## config.mk

```make
export PLATFORM = sky130hd
export DESIGN_NAME = pci_phy_ctrl
export DESIGN_NICKNAME = d
export VERILOG_FILES = /design/src/logic/pci_phy_ctrl.v /design/src/logic/pci_lb_fifo.v /design/src/logic/pci_evt_latch.v
export VERILOG_INCLUDE_DIRS = /design/src /design/src/common
export SDC_FILE = /design/constraint.sdc
export NUM_CORES = 1
export LEC_CHECK = 0
export BUFFER_PORTS_ARGS = -buffer_cell sky130_fd_sc_hd__buf_2
export CORE_ASPECT_RATIO = 0.9
export CORE_MARGIN = 1
export CORE_UTILIZATION = 30
export CTS_BUF_LIST = sky130_fd_sc_hd__clkbuf_4 sky130_fd_sc_hd__clkbuf_8 sky130_fd_sc_hd__clkbuf_16
export CTS_CLUSTER_SIZE = 25
export DETAILED_ROUTE_END_ITERATION = 10
export GPL_ROUTABILITY_DRIVEN = 1
export PLACE_DENSITY_LB_ADDON = 0.2
export REMOVE_ABC_BUFFERS = 1
export SLEW_MARGIN = 30
export SYNTH_ARGS = -nofsm -noshare
export SYNTH_HDL_FRONTEND = slang
export SYNTH_SLANG_ARGS = --single-unit
```

## constraint.sdc

```tcl
create_clock -name i_mclk -period 2.95 [get_ports i_mclk]
set_input_delay 0.59 -clock i_mclk [delete_from_list [all_inputs] [get_ports i_mclk]]
set_output_delay 0.59 -clock i_mclk [all_outputs]
set_load 0.02 [all_outputs]
```

## src/common/pci_regs.vh

```
// register offsets, field positions and reset values for the phy control block
`ifndef PCI_REGS_VH
`define PCI_REGS_VH

// register byte addresses (printed offsets are indices, byte address is index*4)
`define PCI_IDX_CTRL 8'h11
`define PCI_IDX_EVT 8'h12
`define PCI_IDX_IRQ_STAT 8'h20
`define PCI_IDX_IRQ_MASK 8'h21
`define PCI_IDX_LINK 8'h22
`define PCI_ADDR_CTRL 10'h044
`define PCI_ADDR_EVT 10'h048
`define PCI_ADDR_IRQ_STAT 10'h080
`define PCI_ADDR_IRQ_MASK 10'h084
`define PCI_ADDR_LINK 10'h088

// control register fields
`define PCI_CTRL_RESET 16'h0108
`define PCI_CTRL_WMASK 16'h031F
`define PCI_F_DEPTH_HI 9
`define PCI_F_DEPTH_LO 8
`define PCI_F_COLFD 4
`define PCI_F_POL 3
`define PCI_F_TEST 2
`define PCI_F_GIE 1
`define PCI_F_IOE 0

// loopback depth codes in nibbles
`define PCI_DEPTH_00 4'h4
`define PCI_DEPTH_01 4'h5
`define PCI_DEPTH_10 4'h6
`define PCI_DEPTH_11 4'h8
`define PCI_FIFO_SLOTS 8

// block interrupt status bits
`define PCI_IRQ_W 3
`define PCI_IRQ_EVT 0
`define PCI_IRQ_FIFO 1
`define PCI_IRQ_TEST 2

`endif

```

## src/logic/pci_phy_ctrl.v

```verilog
// phy-specific control register bank with interrupt pin, collision gate and loopback fifo
//
// The Wishbone interface to the registers was left to the implementer.
`timescale 1ns/10ps
`default_nettype none
`include "pci_regs.vh"

module pci_phy_ctrl #(
    parameter NEVT = 8
) (
    input wire i_mclk, // system clock, 50 MHz
    input wire i_rst_b, // async reset, active low
    input wire i_wb_cyc, // wishbone cycle
    input wire i_wb_stb, // wishbone strobe
    input wire i_wb_we, // wishbone write
    input wire [9:0] i_wb_adr, // wishbone byte address
    input wire [3:0] i_wb_sel, // wishbone byte selects
    input wire [31:0] i_wb_dat, // wishbone write data
    output reg [31:0] o_wb_dat, // wishbone read data
    output reg o_wb_ack, // wishbone acknowledge
    input wire [NEVT-1:0] i_event, // event pulses from phy core
    input wire i_full_duplex, // link in full duplex
    input wire i_col_raw, // collision from receive logic
    output reg o_col, // collision toward mac
    input wire i_far_loop, // far-end loopback mode active
    input wire i_lb_wr, // receive nibble strobe
    input wire [3:0] i_lb_rxd, // receive nibble
    input wire i_lb_rd, // transmit side nibble request
    output wire [3:0] o_lb_txd, // looped-back nibble
    output wire o_lb_valid, // looped nibble valid
    input wire i_irq_powerdown_shared_pin, // shared pin level in
    output reg o_irq_powerdown_shared_pin, // shared pin level out
    output reg o_irq_powerdown_shared_pin_oe, // shared pin driven
    output reg o_powerdown, // power-down requested by pin
    output wire o_irq // block interrupt, active high
);
    reg [15:0] phy_specific_control;
    reg [`PCI_IRQ_W-1:0] irq_stat_ff;
    reg [`PCI_IRQ_W-1:0] irq_mask_ff;
    reg [`PCI_IRQ_W-1:0] nxt_irq_stat;
    reg [31:0] nxt_rdata;
    reg int_active;
    wire req;
    wire wr_ctrl;
    wire wr_evt;
    wire rd_evt;
    wire rd_stat;
    wire wr_mask;
    wire [NEVT-1:0] evt_status;
    wire [NEVT-1:0] evt_enable;
    wire evt_pending;
    wire lb_err;
    wire [15:0] ctrl_wdata;
    reg [15:0] nxt_ctrl;
    reg int_active_d_ff;
    reg sel_ctrl;
    reg sel_evt;
    reg sel_stat;
    reg sel_mask;
    reg sel_link;

    assign req = i_wb_cyc && i_wb_stb && !o_wb_ack;

    // one select per register; unmapped addresses select nothing
    always @* begin
        sel_ctrl = 1'b0;
        sel_evt = 1'b0;
        sel_stat = 1'b0;
        sel_mask = 1'b0;
        sel_link = 1'b0;
        if (i_wb_adr == `PCI_ADDR_CTRL) begin
            sel_ctrl = 1'b1;
        end else if (i_wb_adr == `PCI_ADDR_EVT) begin
            sel_evt = 1'b1;
        end else if (i_wb_adr == `PCI_ADDR_IRQ_STAT) begin
            sel_stat = 1'b1;
        end else if (i_wb_adr == `PCI_ADDR_IRQ_MASK) begin
            sel_mask = 1'b1;
        end else if (i_wb_adr == `PCI_ADDR_LINK) begin
            sel_link = 1'b1;
        end
    end

    assign wr_ctrl = req && i_wb_we && sel_ctrl;
    assign wr_evt = req && i_wb_we && sel_evt && i_wb_sel[0];
    assign rd_evt = req && !i_wb_we && sel_evt;
    assign rd_stat = req && !i_wb_we && sel_stat;
    assign wr_mask = req && i_wb_we && sel_mask && i_wb_sel[0];
    assign ctrl_wdata = i_wb_dat[15:0] & `PCI_CTRL_WMASK;

    // byte lanes of the control word
    always @* begin
        nxt_ctrl = phy_specific_control;
        if (i_wb_sel[0]) begin
            nxt_ctrl[7:0] = ctrl_wdata[7:0];
        end
        if (i_wb_sel[1]) begin
            nxt_ctrl[15:8] = ctrl_wdata[15:8];
        end
    end

    always @(posedge i_mclk or negedge i_rst_b) begin
        if (!i_rst_b) begin
            phy_specific_control <= `PCI_CTRL_RESET;
        end else if (wr_ctrl) begin
            phy_specific_control <= nxt_ctrl;
        end
    end

    pci_evt_latch #(
        .N(NEVT)
    ) u_evt (
        .i_mclk(i_mclk),
        .i_rst_b(i_rst_b),
        .i_event(i_event),
        .i_clr(rd_evt),
        .i_en_wdata(i_wb_dat[NEVT-1:0]),
        .i_en_we(wr_evt),
        .o_status(evt_status),
        .o_enable(evt_enable),
        .o_pending(evt_pending)
    );

    pci_lb_fifo #(
        .SLOTS(`PCI_FIFO_SLOTS)
    ) u_fifo (
        .i_mclk(i_mclk),
        .i_rst_b(i_rst_b),
        .i_enable(i_far_loop),
        .i_depth_code(phy_specific_control[`PCI_F_DEPTH_HI:`PCI_F_DEPTH_LO]),
        .i_wr(i_lb_wr),
        .i_wdata(i_lb_rxd),
        .i_rd(i_lb_rd),
        .o_rdata(o_lb_txd),
        .o_valid(o_lb_valid),
        .o_err(lb_err)
    );

    always @* begin
        int_active = (phy_specific_control[`PCI_F_GIE] && evt_pending)
            || phy_specific_control[`PCI_F_TEST];
    end

    // collision toward the mac, one cycle after the raw indication
    always @(posedge i_mclk or negedge i_rst_b) begin
        if (!i_rst_b) begin
            o_col <= 1'b0;
        end else begin
            o_col <= i_col_raw
                && (!i_full_duplex || phy_specific_control[`PCI_F_COLFD]);
        end
    end

    // polarity 1 means idle high, low during interrupt
    always @(posedge i_mclk or negedge i_rst_b) begin
        if (!i_rst_b) begin
            o_irq_powerdown_shared_pin <= 1'b0;
        end else begin
            o_irq_powerdown_shared_pin <= phy_specific_control[`PCI_F_POL]
                ^ int_active;
        end
    end

    // the pin is driven only while it serves as interrupt output
    always @(posedge i_mclk or negedge i_rst_b) begin
        if (!i_rst_b) begin
            o_irq_powerdown_shared_pin_oe <= 1'b0;
        end else begin
            o_irq_powerdown_shared_pin_oe <=
                phy_specific_control[`PCI_F_IOE];
        end
    end

    // power-down only while the pin is an input held low
    always @(posedge i_mclk or negedge i_rst_b) begin
        if (!i_rst_b) begin
            o_powerdown <= 1'b0;
        end else begin
            o_powerdown <= !phy_specific_control[`PCI_F_IOE]
                && !i_irq_powerdown_shared_pin;
        end
    end

    // previous interrupt state, for the rising-edge status bit
    always @(posedge i_mclk or negedge i_rst_b) begin
        if (!i_rst_b) begin
            int_active_d_ff <= 1'b0;
        end else begin
            int_active_d_ff <= int_active;
        end
    end

    // sticky block status: read clears, new event wins
    always @* begin
        nxt_irq_stat = irq_stat_ff;
        if (rd_stat) begin
            nxt_irq_stat = {`PCI_IRQ_W{1'b0}};
        end
        if (int_active && !int_active_d_ff && !phy_specific_control[`PCI_F_TEST]) begin
            nxt_irq_stat[`PCI_IRQ_EVT] = 1'b1;
        end
        if (lb_err) begin
            nxt_irq_stat[`PCI_IRQ_FIFO] = 1'b1;
        end
        if (phy_specific_control[`PCI_F_TEST]) begin
            nxt_irq_stat[`PCI_IRQ_TEST] = 1'b1;
        end
    end

    always @(posedge i_mclk or negedge i_rst_b) begin
        if (!i_rst_b) begin
            irq_stat_ff <= {`PCI_IRQ_W{1'b0}};
            irq_mask_ff <= {`PCI_IRQ_W{1'b0}};
        end else begin
            irq_stat_ff <= nxt_irq_stat;
            if (wr_mask) begin
                irq_mask_ff <= i_wb_dat[`PCI_IRQ_W-1:0];
            end
        end
    end

    assign o_irq = |(irq_stat_ff & irq_mask_ff);

    // read mux; unmapped addresses read zero and still acknowledge
    always @* begin
        nxt_rdata = 32'h00000000;
        if (sel_ctrl) begin
            nxt_rdata[15:0] = phy_specific_control;
        end else if (sel_evt) begin
            nxt_rdata[15:0] = {evt_status, evt_enable};
        end else if (sel_stat) begin
            nxt_rdata[`PCI_IRQ_W-1:0] = irq_stat_ff;
        end else if (sel_mask) begin
            nxt_rdata[`PCI_IRQ_W-1:0] = irq_mask_ff;
        end else if (sel_link) begin
            nxt_rdata[3:0] = {i_far_loop, i_full_duplex, int_active, o_powerdown};
        end
    end

    always @(posedge i_mclk or negedge i_rst_b) begin
        if (!i_rst_b) begin
            o_wb_ack <= 1'b0;
            o_wb_dat <= 32'h00000000;
        end else begin
            o_wb_ack <= req;
            if (req && !i_wb_we) begin
                o_wb_dat <= nxt_rdata;
            end
        end
    end
endmodule
`default_nettype wire

```

## src/logic/pci_lb_fifo.v

```verilog
// far-end loopback elastic nibble fifo with selectable fill depth
`timescale 1ns/10ps
`default_nettype none
`include "pci_regs.vh"

module pci_lb_fifo #(
    parameter SLOTS = `PCI_FIFO_SLOTS
) (
    input wire i_mclk, // system clock
    input wire i_rst_b, // async reset, active low
    input wire i_enable, // loopback active
    input wire [1:0] i_depth_code, // depth select
    input wire i_wr, // nibble from receive side
    input wire [3:0] i_wdata, // receive nibble
    input wire i_rd, // transmit side takes a nibble
    output reg [3:0] o_rdata, // transmit nibble
    output reg o_valid, // o_rdata holds fresh data
    output reg o_err // overflow or underflow flag, high one cycle after a refused write or a read while primed and empty
);
    reg [3:0] mem [0:SLOTS-1];
    reg [2:0] wp_ff;
    reg [2:0] rp_ff;
    reg [3:0] cnt_ff;
    reg primed_ff;
    reg [3:0] depth;
    wire do_wr;
    wire do_rd;

    always @* begin
        case (i_depth_code)
            2'b00: depth = `PCI_DEPTH_00;
            2'b01: depth = `PCI_DEPTH_01;
            2'b10: depth = `PCI_DEPTH_10;
            default: depth = `PCI_DEPTH_11;
        endcase
    end

    // reading waits until the chosen depth has been filled, absorbing clock skew
    assign do_wr = i_enable && i_wr && (cnt_ff < depth);
    assign do_rd = i_enable && i_rd && primed_ff && (cnt_ff != 4'h0);

    always @(posedge i_mclk) begin
        if (do_wr) begin
            mem[wp_ff] <= i_wdata;
        end
    end

    always @(posedge i_mclk or negedge i_rst_b) begin
        if (!i_rst_b) begin
            wp_ff <= 3'h0;
            rp_ff <= 3'h0;
            cnt_ff <= 4'h0;
            primed_ff <= 1'b0;
            o_rdata <= 4'h0;
            o_valid <= 1'b0;
            o_err <= 1'b0;
        end else if (!i_enable) begin
            wp_ff <= 3'h0;
            rp_ff <= 3'h0;
            cnt_ff <= 4'h0;
            primed_ff <= 1'b0;
            o_valid <= 1'b0;
            o_err <= 1'b0;
        end else begin
            if (do_wr) begin
                wp_ff <= wp_ff + 3'h1;
            end
            if (do_rd) begin
                rp_ff <= rp_ff + 3'h1;
                o_rdata <= mem[rp_ff];
            end
            cnt_ff <= cnt_ff + {3'h0, do_wr} - {3'h0, do_rd};
            if (cnt_ff + {3'h0, do_wr} >= depth) begin
                primed_ff <= 1'b1;
            end else if (cnt_ff == 4'h0 && !do_wr) begin
                primed_ff <= 1'b0;
            end
            o_valid <= do_rd;
            o_err <= (i_wr && !(cnt_ff < depth)) || (i_rd && primed_ff && cnt_ff == 4'h0);
        end
    end
endmodule
`default_nettype wire

```

## src/logic/pci_evt_latch.v

```verilog
// per-event latched-high status bits with their enables
`timescale 1ns/10ps
`default_nettype none
`include "pci_regs.vh"

module pci_evt_latch #(
    parameter N = 8
) (
    input wire i_mclk, // system clock
    input wire i_rst_b, // async reset, active low
    input wire [N-1:0] i_event, // one-cycle event pulses
    input wire i_clr, // status read clears latched bits
    input wire [N-1:0] i_en_wdata, // new enables
    input wire i_en_we, // enable write strobe
    output reg [N-1:0] o_status, // latched event bits
    output reg [N-1:0] o_enable, // per-event enables
    output wire o_pending // some enabled event is latched
);
    genvar g;
    generate
        for (g = 0; g < N; g = g + 1) begin : g_evt
            always @(posedge i_mclk or negedge i_rst_b) begin
                if (!i_rst_b) begin
                    o_status[g] <= 1'b0;
                    o_enable[g] <= 1'b0;
                end else begin
                    // a new event wins over the clearing read
                    if (i_event[g]) begin
                        o_status[g] <= 1'b1;
                    end else if (i_clr) begin
                        o_status[g] <= 1'b0;
                    end
                    if (i_en_we) begin
                        o_enable[g] <= i_en_wdata[g];
                    end
                end
            end
        end
    endgenerate

    assign o_pending = |(o_status & o_enable);
endmodule
`default_nettype wire

```

Word level (Yosys, flattened, before mapping)
Memory sizes are Yosys's and may differ from the RTL's. A register that Yosys moved wholly into a read port is not among the register bits. Cells that the tools add are included. Widths: inputs -> output; s select.

Bits in registers: 64. Memories: 1. Bits of input ports: 69. Output and inout bits: 43. RAM bits: 32.

Memories: u_fifo.mem (depth 8, bits a word 4, read ports 1, clocked after memory_dff 1, write ports 1, RTL line pci_lb_fifo.v:20) `reg [3:0] mem [0:SLOTS-1];`.

Mux-type cells: 49. Equal/unequal tests: 10. Add/subtract/negate cells: 4. Reductions and logical operators: 57. Bitwise operators: 3. Order comparisons: 2.

Operators by type and width (number): $mux 1 (36); $eq 10x8->1 const B (3); $logic_and 1x1->1 (25); $reduce_bool 2->1 (11); $mux 3 (7); $eq 10x7->1 const B (2); $mux 16 (1); $mux 12 (1); $mux 4 (3); $pmux 4 s3 (1); $logic_not 1->1 (10); $and 8x8->8 (1); $reduce_or 8->1 (1); $add 3x1->3 const B (2); $reduce_and 2->1 (3); $add 4x1->4 (1); $ge 4x4->1 (1); $logic_not 4->1 (1); $lt 4x4->1 (1); $ne 2x1->1 const B (2); $reduce_bool 4->1 (1); $sub 4x1->4 (1); $and 3x3->3 (1); $logic_or 1x1->1 (3); other kinds (6) (6).

Logic depth before layout (Yosys ltp)
Depth in word-level cells: 11. Gate-level depth with buffers: 14.

Cells and area by module
A second synthesis with hierarchy kept.

Cell total of the unflattened synthesis: 336. Area, all modules: 4687.0 sq um.

Modules (own cells, without submodules): pci_lb_fifo (area an instance 2303.5 sq um, cells each 153, sequential area each 1386.3 sq um, instances 1); pci_phy_ctrl (area an instance 1751.7 sq um, cells each 144, sequential area each 878.3 sq um, instances 1); pci_evt_latch (area an instance 631.9 sq um, cells each 39, sequential area each 400.4 sq um, instances 1).

Worst setup path before layout
No wires, ideal clock.

Kind: register to register. From: register phy_specific_control[9]. To: register u_fifo.primed_ff. Setup slack: -0.222 ns. Buffers on the path: 1. Stages on the path, launching flop included: 14. Clock period less this slack: 3.172 ns. Arrival: 3.062 ns. Path through: dfrtp_1 clkbuf_1 nand2_1 ha_1 or3b_2 a221oi_2 nor2_1 nor2_1 ha_1 ha_1 ha_1 a21o_1 a21boi_0 o41ai_1.

Cells in the longest elaborated chain, start to end: 8.

Ends and longest elaborated chain: start: declaration (RTL line pci_phy_ctrl.v:37) `reg [15:0] phy_specific_control;`; start signal: assignment (RTL line pci_phy_ctrl.v:104) `` phy_specific_control <= `PCI_CTRL_RESET; ``; start signal: assignment (RTL line pci_phy_ctrl.v:106) `phy_specific_control <= nxt_ctrl;`; $eq 2x2->1 (tied with other cells) (RTL line pci_lb_fifo.v:30) `case (i_depth_code)`; $pmux 4 s3 (*) (RTL line pci_lb_fifo.v:30); $lt 4x4->1 (RTL line pci_lb_fifo.v:39) `assign do_wr = i_enable && i_wr && (cnt_ff < depth);`; $logic_and 1x1->1 (RTL line pci_lb_fifo.v:39); $add 4x1->4 (RTL line pci_lb_fifo.v:73) `if (cnt_ff + {3'h0, do_wr} >= depth) begin`; $ge 4x4->1 (RTL line pci_lb_fifo.v:73); $mux 1 (RTL line pci_lb_fifo.v:73); $mux 1 (RTL line pci_lb_fifo.v:57) `end else if (!i_enable) begin`; end signal: assignment (RTL line pci_lb_fifo.v:61) `primed_ff <= 1'b0;`; end signal: assignment (RTL line pci_lb_fifo.v:74) `primed_ff <= 1'b1;`; end signal: assignment (RTL line pci_lb_fifo.v:76) `primed_ff <= 1'b0;`; end: declaration (RTL line pci_lb_fifo.v:24) `reg primed_ff;`.

Mark *: on every way between the ends. The rest lies on a longest branch, timed or not. A chain may end at the register's enable or synchronous reset.

Final worst setup path
From: register phy_specific_control[8]. To: register u_fifo.primed_ff.

The elaborated chain is that of the path after synthesis.

==> out/metrics.csv <==
metric,value,unit
Initial Util,30.7,%
RSZ-0062 raised after global routing,yes,
Clock Path Buffers,2,
via count,3245,
antenna-violating nets left,0,
root cell of the clock tree,clkbuf_16,
Filler cells,1483,
GP Congestion,0.838,
Worst Path Required,3180,ps
number of cells on the worst reg-to-reg path,12,
core area,0.0154,mm²
Slew headroom,51.8,%
worst skew pair latency,340,ps
vias per inst,4.81,
DRC violations left,0,
Yosys warnings,0,
actual slew at the worst max-slew pin,723,ps
dpl hpwl,7890,µm
Post-CTS Hold Buffers,0,
"Clk pin slew, worst setup/hold paths",70,ps
Placed Instances,653,
final setup margin,39.6,ps
CTS tree,done,
asr flop ratio synth,68.0,%
Iter 0 DRT Violations,131,
final period utilization,98.7,%
die width,135,µm
# diodes,0,
max_cap viols,0,
crit path DAT,3150,ps
Placed Area,0.00546,mm²
FP Rows,43,
Final min period,2910,ps
I/O pins,112,
number of synthesized register bits,100,
Reg2Reg Capture Point,u_fifo.primed_ff,
"Top FF cell, synth",dfrtp_1,
Multi-input gate area,0.00202,mm²
CP startpoint kind,flop,
worst-path fanout max,4,
Max Fclk,0.344,GHz
Final Setup Violations,0,
pwr dens,499,mW/mm²
wire per inst,16.0,µm
FF-to-FF setup slack,40,ps
pin count of the biggest net entering global routing,40,
nets,547,
CTS Sinks,100,
Mean Syn Cell Area,13.1,µm²
Final Max Tran Viols,0,
drt pass-1 iters,4,
H-tree level count,3,
layout cell share with drive strength beyond 1,39.5,%
Finished Core Util,38.6,%
Non-Filler Instances,675,
first-pass GRT wire length,18000,µm
Post-synth EDFFs,32,
Reg area,0.00267,mm²
GRT Overall Usage,14.5,%
worst slack at placement,-219,ps
area of the die,0.0163,mm²
Worst Skew,7.90,ps
Mapped Cells,363,
setup TNS,0,ps
Finished Cell Area,0.00596,mm²
Die H,121,µm
HP Class,in -> async,
Static Leak,0.00262,µW
outcome,"complete, no violations",
gr ovfl total,0,
area delta synth->final,25.6,%
IO Port Bufs,71,
DRT Wirelength,10800,µm
crit path kind,reg -> reg,
initial antenna violation count,0,
Critical R2R Launch,phy_specific_control[8],
worst vdd ir,268,µV
CTS Buf Count,9,
Setup crit end kind,flop,
vias in the first global route,3414,
register area share after synthesis,56.2,%
final-report hold violation count,0,
Cell variety after synth,71,
cell area after synthesis,0.00474,mm²
==> logic make-up after synthesis <==
| logic type | after synthesis | share of synthesized area [%] |
|---|---|---|
| compound gates | 77 | 12.0 |
| xor+xnor | 7 | 1.29 |
| fa+ha+maj | 10 | 2.64 |
| buf+inv | 42 | 5.17 |
| flops | 100 | 56.2 |
| mux | 33 | 9.55 |
| other cells | 1 | 0.0791 |
| simple gates | 93 | 13.1 |
==> layout make-up <==
cell class	instances	share of cell area, %
Multi-Input combinational cell	236	33.9
Inverter	11	0.693
Sequential cell	100	44.7
Tap cell	202	4.24
Clock buffer	11	4.14
Clock inverter	5	1.13
Timing Repair Buffer	110	11.1
==> where the power goes <==
group          internal [µW]  switching [µW]
Clock                    705             542
Sequential              1460            17.9
Combinational           99.1             153
Total                   2260             714
==> worst max-delay path by stage <==
stage                            startpoint               end  cells after the start
global route        phy_specific_control[8]  u_fifo.primed_ff                     12
CTS                 phy_specific_control[8]  u_fifo.primed_ff                     13
finish              phy_specific_control[8]  u_fifo.primed_ff                     12
detailed placement  phy_specific_control[8]  u_fifo.primed_ff                     12
global placement    phy_specific_control[8]  u_fifo.primed_ff                     12
floorplan           phy_specific_control[8]  u_fifo.primed_ff                     12
==> Yosys cell counts (all sizes together) (3+ instances only) <==
| library cell | n | area (µm²) |
|---|---|---|
| a211oi | 4 | 35.0 |
| a21o | 14 | 105 |
| a21oi | 15 | 75.1 |
| a222oi | 4 | 40.0 |
| a22o | 10 | 87.6 |
| a22oi | 4 | 30.0 |
| a31oi | 5 | 31.3 |
| and3 | 4 | 25.0 |
| buf | 22 | 164 |
| clkbuf | 8 | 30.0 |
| dfrtp | 66 | 1650 |
| edfxtp | 32 | 961 |
| ha | 10 | 125 |
| inv | 11 | 41.3 |
| mux2 | 18 | 203 |
| mux2i | 7 | 70.1 |
| mux4 | 8 | 180 |
| nand2 | 9 | 33.8 |
| nand2b | 6 | 37.5 |
| nand3 | 6 | 30.0 |
| nor2 | 23 | 105 |
| nor2b | 7 | 43.8 |
| nor3 | 12 | 76.3 |
| nor3b | 3 | 22.5 |
| nor4 | 5 | 67.6 |
| o21ai | 4 | 20.0 |
| or4 | 3 | 30.0 |
| xnor2 | 3 | 26.3 |
| xor2 | 4 | 35.0 |
==> cells in the final DEF (no fill, tap or decap), drive strengths merged, types with 2 or more instances in the layout <==
master	n
buf	110
and3	4
a211oi	4
a311oi	2
o21ai	4
inv	14
dfstp	2
mux2	18
xnor2	3
a21boi	2
a21oi	15
nand2	9
dfrtp	66
nand3	6
nand2b	6
or4	3
mux4	8
o221ai	2
clkbuf	11
conb	16
or4b	2
o22ai	2
a22o	10
a31oi	5
nor4	5
ha	10
edfxtp	32
nor3	12
nor4b	2
o21a	2
mux2i	7
a22oi	4
xor2	4
nor2	23
nor3b	3
a222oi	4
nor2b	7
and2	2
a21o	14
==> through the flow <==
stage | total power [µW] | hold WS [ps]
floorplan | 1610 | 294
global placement | 1730 | 412
detailed placement | 1740 | 422
CTS | 3030 | 308
global route | 3110 | 333
finish | 2970 | 300
==> timing repair <==
action | CTS | global route
gates resized for setup | 13 | 9
pin swaps | 11 | 9
endpoints found under the setup margin | 2 | 18
setup buffers | 5 | 1
==> state kept, by name (all words and copies together) (netlist names) <==
| register | cells |
|---|---|
| o_powerdown | 1 |
| int_active_d_ff | 1 |
| u_evt.o_status | 8 |
| u_fifo.o_err | 1 |
| u_fifo.o_valid | 1 |
| u_fifo.primed_ff | 1 |
| irq_mask_ff | 3 |
| u_fifo.wp_ff | 3 |
| o_col | 1 |
| u_fifo.mem | 32 |
| u_fifo.rp_ff | 3 |
| phy_specific_control | 7 |
| u_fifo.cnt_ff | 4 |
| o_irq_powerdown_shared_pin | 1 |
| o_wb_ack | 1 |
| u_fifo.o_rdata | 4 |
| o_irq_powerdown_shared_pin_oe | 1 |
| u_evt.o_enable | 8 |
| irq_stat_ff | 3 |
| o_wb_dat | 16 |
==> metal layers <==
metal  GRT usage (%)  wire length, µm  vias to the layer above
met5               0                0                        -
met1            18.4             4950                     1610
li1                -                -                     1543
met2            24.3             5170                       85
met3            3.59              575                        7
met4            4.49              102                        0
==> critical path, cell delays in order, from the launching register on <==
cell      delay, ps
dfstp_2         570
nand2_2          80
ha_4            170
or3b_4          380
a221oi_4        220
nor2_2           60
nor2_1          120
ha_2            230
ha_4            220
ha_4            250
a21o_1          160
a21boi_2         70
o41ai_2         270
(Power assumes the default switching activity.)
